File: config.mk
export PLATFORM = sky130hd
export DESIGN_NAME = dctx_top
export DESIGN_NICKNAME = d
export VERILOG_FILES = /design/src/rtl/dctx_pkg.sv /design/src/rtl/dctx_mem.sv /design/src/rtl/dctx_top.sv
export SDC_FILE = /design/constraint.sdc
export NUM_CORES = 1
export LEC_CHECK = 0
export ABC_AREA = 1
export BUFFER_PORTS_ARGS = -buffer_cell sky130_fd_sc_hd__buf_2
export CORE_MARGIN = 2
export CORE_UTILIZATION = 45
export CTS_BUF_LIST = sky130_fd_sc_hd__clkbuf_2
export CTS_CLUSTER_SIZE = 30
export DETAILED_ROUTE_END_ITERATION = 6
export HOLD_SLACK_MARGIN = 0.15
export PLACE_DENSITY = 0.71
export SETUP_SLACK_MARGIN = 0.15
export SLEW_MARGIN = 20
export SYNTH_ARGS = -nofsm -noshare
export SYNTH_HDL_FRONTEND = slang
export SYNTH_SLANG_ARGS = --single-unit
export TNS_END_PERCENT = 10
File: constraint.sdc
create_clock -name i_core_clk -period 2.7 [get_ports i_core_clk]
set_input_delay 0.54 -clock i_core_clk [delete_from_list [all_inputs] [get_ports i_core_clk]]
set_output_delay 0.54 -clock i_core_clk [all_outputs]
set_load 0.005 [all_outputs]
File: src/rtl/dctx_pkg.sv
// Package for the buffered D-channel transmitter: offsets, fields, states.
// Assumes an 8-bit microport with a 7-bit control-page address.
package dctx_pkg;
  // Control page offsets
  localparam logic [6:0] ADDR_FIFO_WRITE = 7'h44;
  localparam logic [6:0] ADDR_CONTROL = 7'h45;
  localparam logic [7:0] CONTROL_RESET = 8'h00;
  // Control register field positions
  localparam int BIT_IRQ_SELECT = 7;
  localparam int BIT_IRQ_LEVEL = 6;
  localparam int BIT_RATE_HI = 5;
  localparam int BIT_RATE_LO = 4;
  localparam int BIT_MSG_MODE = 3;
  localparam int BIT_PARITY = 2;
  localparam int BIT_FRAMING = 1;
  localparam int BIT_GO = 0;
  // Rate codes
  localparam logic [1:0] RATE_1 = 2'h0;
  localparam logic [1:0] RATE_2 = 2'h1;
  localparam logic [1:0] RATE_8 = 2'h2;
  // FIFO sizing and level threshold
  localparam int FIFO_DEPTH = 32;
  localparam int FIFO_AW = 5;
  localparam logic [5:0] LEVEL_THREE_QUARTER = 6'h08;
  localparam logic [2:0] LAST_DATA_BIT = 3'h7;
  // Serialiser states, Gray coded along the usual path
  typedef enum logic [2:0] {
    DCTX_IDLE = 3'h0,
    DCTX_START = 3'h1,
    DCTX_DATA = 3'h3,
    DCTX_PARITY = 3'h2,
    DCTX_STOP = 3'h6
  } dctx_state_t;
  // Microport access
  typedef struct packed {
    logic wr;
    logic rd;
    logic [6:0] addr;
    logic [7:0] wdata;
  } dctx_bus_t;
  // One bit time of the selected channel
  typedef struct packed {
    logic valid;
    logic [2:0] index;
  } dctx_slot_t;
endpackage

File: src/rtl/dctx_mem.sv
// Small byte memory holding the transmit FIFO contents.
// Read data is registered: valid one clock after the address is presented.
module dctx_mem #(
  parameter int DEPTH = 32,
  parameter int AW = 5
) (
  input wire logic i_core_clk,
  input wire logic i_wr,
  input wire logic [AW-1:0] i_waddr,
  input wire logic [7:0] i_wdata,
  input wire logic [AW-1:0] i_raddr,
  output logic [7:0] o_rdata
);
  logic [7:0] mem [DEPTH];

  // Write port
  always_ff @(posedge i_core_clk) begin
    if (i_wr) begin
      mem[i_waddr] <= i_wdata;
    end
  end

  // Registered read port
  always_ff @(posedge i_core_clk) begin
    o_rdata <= mem[i_raddr];
  end
endmodule

File: src/rtl/dctx_top.sv
// Buffered D-channel transmitter: 32-byte FIFO and channel serialiser.
// Assumes slot pulses mark each of the 8 bit times of the selected
// channel, at least three clocks apart; all inputs synchronous.
//
// Notes on behaviour
// Software loads bytes at address 44h.
// FIFO holds 32 bytes at most.
// Message length equals bytes written.
// Level interrupt when select bit is 0.
// End interrupt when select bit is 1.
// Level is empty, or 8 bytes left.
// Rate field picks 1, 2 or 8 bits.
// Mode bit picks message or FIFO-level.
// Parity bit added when enabled, framed only.
// FIFO-level mode framing follows framing bit.
// Message mode always adds start and stop.
// Go bit set starts the transmission.
// Go bit written 0 empties FIFO.
// Bit order comes from receive control.
// Order 0 sends bit 0 first.
// Idle channel bits are driven high.
module dctx_top (
  input wire logic i_core_clk,
  input wire logic i_rst_n,
  input wire dctx_pkg::dctx_bus_t i_bus,
  input wire dctx_pkg::dctx_slot_t i_slot,
  input wire logic i_tx_irq_enable,
  input wire logic i_tx_bit_order,
  output logic [7:0] o_rdata,
  output logic o_tx_bit,
  output logic o_tx_strobe,
  output logic o_irq
);
  logic [7:0] control;
  logic [4:0] wptr;
  logic [4:0] rptr;
  logic [5:0] count;
  logic [5:0] fill;
  logic [7:0] mem_rdata;
  logic [7:0] hold;
  logic hold_valid;
  logic pop_pending;
  logic [7:0] shifter;
  logic [2:0] bit_count;
  logic parity_acc;
  logic done_flag;
  dctx_pkg::dctx_state_t state;
  logic fifo_wr;
  logic pop;
  logic clear;
  logic msg_mode;
  logic framed;
  logic parity_on;
  logic slot_active;
  logic take_byte;
  logic out_bit;
  logic send_bit;
  logic finish;
  logic next_hold_used;
  dctx_pkg::dctx_state_t next_state;

  // Bit time is used when its index is below the chosen rate
  function automatic logic slot_used(input logic [1:0] rate,
                                     input logic [2:0] index);
    case (rate)
      dctx_pkg::RATE_2: slot_used = (index < 3'h2);
      dctx_pkg::RATE_8: slot_used = 1'b1;
      default: slot_used = (index == 3'h0);
    endcase
  endfunction

  // Bytes held: FIFO words plus the prefetched byte awaiting the serialiser
  assign fill = count + {5'h00, hold_valid || pop_pending};

  // Decode and mode terms
  assign fifo_wr = i_bus.wr && (i_bus.addr == dctx_pkg::ADDR_FIFO_WRITE) &&
                   (fill < 6'(dctx_pkg::FIFO_DEPTH));
  assign clear = i_bus.wr && (i_bus.addr == dctx_pkg::ADDR_CONTROL) &&
                 !i_bus.wdata[dctx_pkg::BIT_GO];
  assign msg_mode = control[dctx_pkg::BIT_MSG_MODE];
  assign framed = msg_mode || control[dctx_pkg::BIT_FRAMING];
  assign parity_on = framed && control[dctx_pkg::BIT_PARITY];
  assign slot_active = i_slot.valid &&
    slot_used(control[dctx_pkg::BIT_RATE_HI:dctx_pkg::BIT_RATE_LO],
              i_slot.index);
  assign pop = !hold_valid && !pop_pending && (count != 6'h00) && !clear;
  // Next data bit by the selected order
  assign out_bit = i_tx_bit_order ? shifter[7] : shifter[0];

  // Control register, software write
  always_ff @(posedge i_core_clk) begin
    if (!i_rst_n) begin
      control <= dctx_pkg::CONTROL_RESET;
    end else if (i_bus.wr && i_bus.addr == dctx_pkg::ADDR_CONTROL) begin
      control <= i_bus.wdata;
    end
  end

  // Read-back of the control register; FIFO port reads as zero
  always_ff @(posedge i_core_clk) begin
    if (!i_rst_n) begin
      o_rdata <= 8'h00;
    end else if (i_bus.rd) begin
      o_rdata <= (i_bus.addr == dctx_pkg::ADDR_CONTROL) ? control : 8'h00;
    end
  end

  // FIFO pointers and fill count
  always_ff @(posedge i_core_clk) begin
    if (!i_rst_n || clear) begin
      wptr <= 5'h00;
      rptr <= 5'h00;
      count <= 6'h00;
    end else begin
      if (fifo_wr) begin
        wptr <= wptr + 5'h01;
      end
      if (pop) begin
        rptr <= rptr + 5'h01;
      end
      count <= count + 6'(fifo_wr) - 6'(pop);
    end
  end

  dctx_mem #(
    .DEPTH(dctx_pkg::FIFO_DEPTH),
    .AW(dctx_pkg::FIFO_AW)
  ) u_mem (
    .i_core_clk(i_core_clk),
    .i_wr(fifo_wr),
    .i_waddr(wptr),
    .i_wdata(i_bus.wdata),
    .i_raddr(rptr),
    .o_rdata(mem_rdata)
  );

  // Serialiser step: what to send and where to go on a used bit time
  always_comb begin
    next_state = state;
    send_bit = 1'b1;
    take_byte = 1'b0;
    finish = 1'b0;
    case (state)
      dctx_pkg::DCTX_IDLE: begin
        if (control[dctx_pkg::BIT_GO] && hold_valid) begin
          take_byte = 1'b1;
          next_state = framed ? dctx_pkg::DCTX_START : dctx_pkg::DCTX_DATA;
        end
      end
      dctx_pkg::DCTX_START: begin
        send_bit = 1'b0;
        next_state = dctx_pkg::DCTX_DATA;
      end
      dctx_pkg::DCTX_DATA: begin
        send_bit = out_bit;
        if (bit_count == dctx_pkg::LAST_DATA_BIT) begin
          if (framed && !msg_mode) begin
            next_state = parity_on ? dctx_pkg::DCTX_PARITY
                                   : dctx_pkg::DCTX_STOP;
          end else if (hold_valid) begin
            take_byte = 1'b1;
          end else if (msg_mode) begin
            next_state = parity_on ? dctx_pkg::DCTX_PARITY
                                   : dctx_pkg::DCTX_STOP;
          end else begin
            finish = 1'b1;
            next_state = dctx_pkg::DCTX_IDLE;
          end
        end
      end
      dctx_pkg::DCTX_PARITY: begin
        send_bit = parity_acc ^ 1'b0;
        next_state = dctx_pkg::DCTX_STOP;
      end
      dctx_pkg::DCTX_STOP: begin
        if (!msg_mode && hold_valid) begin
          take_byte = 1'b1;
          next_state = dctx_pkg::DCTX_START;
        end else begin
          finish = 1'b1;
          next_state = dctx_pkg::DCTX_IDLE;
        end
      end
      default: begin
        next_state = dctx_pkg::DCTX_IDLE;
      end
    endcase
  end

  // Byte is consumed from idle at once, elsewhere only on a used bit time
  assign next_hold_used = take_byte &&
    (state == dctx_pkg::DCTX_IDLE || slot_active);

  // Prefetch of the next byte into the hold register
  always_ff @(posedge i_core_clk) begin
    if (!i_rst_n || clear) begin
      hold_valid <= 1'b0;
      pop_pending <= 1'b0;
      hold <= 8'h00;
    end else begin
      pop_pending <= pop;
      if (pop_pending) begin
        hold <= mem_rdata;
        hold_valid <= 1'b1;
      end else if (next_hold_used) begin
        hold_valid <= 1'b0;
      end
    end
  end

  // Shift register, bit counter, parity and state
  always_ff @(posedge i_core_clk) begin
    if (!i_rst_n || clear) begin
      state <= dctx_pkg::DCTX_IDLE;
      shifter <= 8'h00;
      bit_count <= 3'h0;
      parity_acc <= 1'b0;
    end else if (state == dctx_pkg::DCTX_IDLE) begin
      if (next_hold_used) begin
        state <= next_state;
        shifter <= hold;
        bit_count <= 3'h0;
        parity_acc <= 1'b0;
      end
    end else if (slot_active) begin
      state <= next_state;
      if (next_hold_used) begin
        shifter <= hold;
        bit_count <= 3'h0;
      end else if (state == dctx_pkg::DCTX_DATA) begin
        shifter <= i_tx_bit_order ? {shifter[6:0], 1'b0}
                                  : {1'b0, shifter[7:1]};
        bit_count <= bit_count + 3'h1;
      end
      // Even parity over the message, or over each byte in byte mode
      if (state == dctx_pkg::DCTX_DATA) begin
        parity_acc <= parity_acc ^ out_bit;
      end else if (state == dctx_pkg::DCTX_STOP) begin
        parity_acc <= 1'b0;
      end
    end
  end

  // Channel output: idle ones outside a message or unused bit times
  always_ff @(posedge i_core_clk) begin
    if (!i_rst_n) begin
      o_tx_bit <= 1'b1;
      o_tx_strobe <= 1'b0;
    end else begin
      o_tx_strobe <= i_slot.valid;
      if (i_slot.valid) begin
        o_tx_bit <= slot_active ? send_bit : 1'b1;
      end
    end
  end

  // End-of-transmission flag; a new byte or a clear starts afresh
  always_ff @(posedge i_core_clk) begin
    if (!i_rst_n) begin
      done_flag <= 1'b0;
    end else if (slot_active && finish) begin
      done_flag <= 1'b1;
    end else if (clear || fifo_wr) begin
      done_flag <= 1'b0;
    end
  end

  // Interrupt: level of the FIFO or end of transmission
  always_ff @(posedge i_core_clk) begin
    if (!i_rst_n) begin
      o_irq <= 1'b0;
    end else if (!i_tx_irq_enable) begin
      o_irq <= 1'b0;
    end else if (control[dctx_pkg::BIT_IRQ_SELECT]) begin
      o_irq <= done_flag;
    end else if (control[dctx_pkg::BIT_IRQ_LEVEL]) begin
      o_irq <= (fill <= dctx_pkg::LEVEL_THREE_QUARTER);
    end else begin
      o_irq <= (fill == 6'h00);
    end
  end
endmodule

==> flow_metrics.tcl <==
set metrics [dict create \
    utilization_pct 52.3 \
    setup-tns-final_ns 0 \
    synth-edff-count 256 \
    yosys-top-cells-area "edfxtp_1 56%, dfxtp_1 10%, o21ai_0 6.1%, nor2_1 5.7%, nand2_1 5.1%" \
    fmax_mhz 397 \
    slew_violations 0 \
    setup-violations-final 0 \
    intPower_mw 8.11 \
    synth_seq_area_share_pct 66.1 \
    synthDistinctLibCells 34 \
    period_share_pct 93.3 \
    cts_tree "built" \
    grtUsageTotal_pct 20.7 \
    htreeDepth 3 \
    tightest_slew_ns 0.749 \
    drtIter0Drc 820 \
    post-route-cell-area_mm2 0.0156 \
    routabilityCongestion 0.893 \
    grt_max_degree 110 \
    grt_setup_unrepaired "true" \
    grt_overflow 0 \
    critPathRequiredTime_ns 3.50 \
    pwr-share-seq_pct 45.6 \
    detailed_place_hpwl_mm 19.6 \
    ant_nets 0 \
    worstPathMaxFanout 3 \
    root_buffer "clkbuf_2" \
    avgSynthCellArea_um2 10.5 \
    ir_drop_mv 0.565 \
    fin_skew_ns 0.0936 \
    core_area_mm2 0.0299 \
    yosys_warnings 0 \
    dieArea_mm2 0.0319 \
    syn_to_final_growth_pct 13.8 \
    ys_ff_latch 325 \
    cts_buffers 80 \
    async_reset_ff_share_pct 0 \
    switchingPower_mw 4.48 \
    critPathLaunchType "flop" \
    leakagePower_nw 5.81 \
    synth_top_flop_cell "edfxtp_1" \
    num_rows 63 \
    clock-sinks 325 \
    synthesis.nets 1352 \
    fp.dieH_um 179 \
    io_buffers 35 \
    first_global_vias 9781 \
    hold_viol 0 \
    swShare_pct 35.6 \
    share_comb_of_total_power_pct 29.1 \
    ioPinCount 36 \
    drive_gt1_share_pct 18.0 \
    clockBufferDepth 3 \
    initial_core_util_pct 45.9 \
    clockPowerShare_pct 25.2 \
    die_w_um 179 \
    status "finished, violations left" \
    period_needed_ns 2.52 \
    grt_pass1_wl_mm 51.0 \
    wirelength_mm 32.6 \
    vias_per_cell 5.35 \
    power_density_mw_per_mm2 806 \
    firstDrtPassIters 7 \
    cap_violations 0 \
    insertion_delay_ns 0.91 \
    drc 12 \
    cp.arrival_ns 3.32 \
    yosys.area.top_type_share_pct 56.0 \
    synth_area_mm2 0.0137 \
    violations "DRC" \
    num_vias 10100 \
    routedWlPerCell_um 17.3 \
    path_class "reg -> reg" \
    synthCells 1304 \
    place_area_mm2 0.0147 \
    final_nets 1487 \
    synth_top_area_cell "edfxtp_1" \
    clk_pin_slew_worst_paths_ns 0.11 \
    min-delay-path-class "in -> reg" \
    slew-limit-headroom_pct 50.0 \
    cp-end-kind "flop" \
    antenna_found_initial 2 \
]
## per-stage QoR
step / cells / setup slack, ns / hold slack [ns] / total power, mW
4_1_cts: 1882 / 0.152 / 0.163 / 12.6
3_5_place_dp: 1729 / 0.0233 / 0.439 / 9.27
5_1_grt: 1885 / 0.0467 / 0.155 / 13.4
6_report: 1886 / 0.180 / 0.225 / 12.6
3_3_place_gp: 1729 / 0.0437 / 0.433 / 9.21
2_1_floorplan: 1304 / 0.163 / 0.429 / 8.19
## power groups by stage
stage	clock network (mW)	registers, mW	logic (mW)
global placement	0	5.84	3.37
CTS	3.26	5.74	3.57
floorplan	0	5.81	2.38
detailed placement	0	5.85	3.42
global route	3.50	5.77	4.08
finish	3.17	5.75	3.67
## worst max-delay path: stages, from the launching register on
cell and delay [ns]:
dfxtp_4 0.40, clkinv_8 0.06, nand2_8 0.07, ha_4 0.12
nand3_2 0.08, xor2_2 0.16, inv_1 0.08, nand2_2 0.08
ha_4 0.21, inv_1 0.08, ha_4 0.14, inv_2 0.04
fa_2 0.39, nor2_4 0.11, o21ai_1 0.09, nand2_1 0.09
xor2_1 0.13, inv_1 0.05, nor2_1 0.09
## routing by layer
metal,track usage [%],part of all wire (%),vias up
li1,-,-,4839
met1,27.1,43,4771
met2,33.8,47,404
met3,4.05,7.3,77
met4,8.60,2.4,0
met5,0,0,-
## timing repair
item                                   in CTS  in global routing
endpoints found under the hold margin      20                  0
setup buffers                               6                  1
pin swaps                                   8                  3
hold buffers                               11                  0
setup endpoints to repair                   1                 58
resized for setup                          16                  5
gates cloned                                0                  0
## flip-flops by register name, summed over array words and instances, names as in the netlist
signal	flops
hold_valid	1
rptr	5
hold	8
u_mem.o_rdata	8
done_flag	1
shifter	8
count	6
o_tx_bit	1
control	8
parity_acc	1
state	3
o_rdata	8
wptr	5
o_tx_strobe	1
pop_pending	1
bit_count	3
u_mem.mem	256
o_irq	1
## Yosys cell counts (5+ instances only)
| cell | count |
|---|---|
| buf_2 | 28 |
| nor2_1 | 208 |
| inv_1 | 95 |
| nand2_2 | 5 |
| clkbuf_1 | 30 |
| dfxtp_1 | 69 |
| edfxtp_1 | 256 |
| nand3b_1 | 7 |
| a21oi_1 | 58 |
| nand2_1 | 185 |
| ha_1 | 22 |
| o22ai_1 | 30 |
| nand3_1 | 58 |
| xor2_1 | 10 |
| o211ai_1 | 31 |
| nor3_1 | 9 |
| o21ai_0 | 168 |
| nand4_1 | 6 |
| or2_2 | 5 |
| clkinv_1 | 6 |
## layout by cell type (no fill, tap or decap), types with 7 or more instances in the layout
cell and count:
edfxtp_1 256, nor2_1 207, nand2_1 182, o21ai_0 167
clkbuf_2 116, inv_1 91, buf_4 64, dfxtp_1 62
a21oi_1 58, nand3_1 57, buf_2 35, o211ai_1 31
o22ai_1 30, clkinv_1 19, ha_1 19, dlygate4sd3_1 11
xor2_1 9, nor3_1 8, nand3b_1 7, nand2_2 7
## final cells by class
class / count / area [µm²]
inverter: 103 / 402
sequential: 325 / 9080
clock buffer: 116 / 581
fill: 2641 / 14300
multi-input combinational: 814 / 4080
timing repair buffer: 115 / 866
tap: 390 / 488
clock inverter: 20 / 119
antenna: 3 / 7.51
## cells by family (layout without fill, tap and decap cells)
family | Yosys count | in the layout | share of synthesized area, %
xor+xnor | 10 | 10 | 0.638
compound gates | 292 | 292 | 11.6
simple gates | 489 | 489 | 14.6
other cells | 0 | 3 | 0
flops | 325 | 325 | 66.1
fa+ha+maj | 23 | 23 | 2.15
buf+inv | 165 | 354 | 4.88
## worst paths after layout
path	startpoint	endpoint	slack [ns]	depth (start not counted)
hold reg to reg	u_mem.o_rdata[7]	hold[7]	0.41	2
setup / recovery	pop_pending	count[4]	0.18	18
hold / removal	i_bus[0]	u_mem.mem[7][0]	0.23	2
setup reg to reg	pop_pending	count[4]	0.18	18
(Power assumes the default switching activity.)
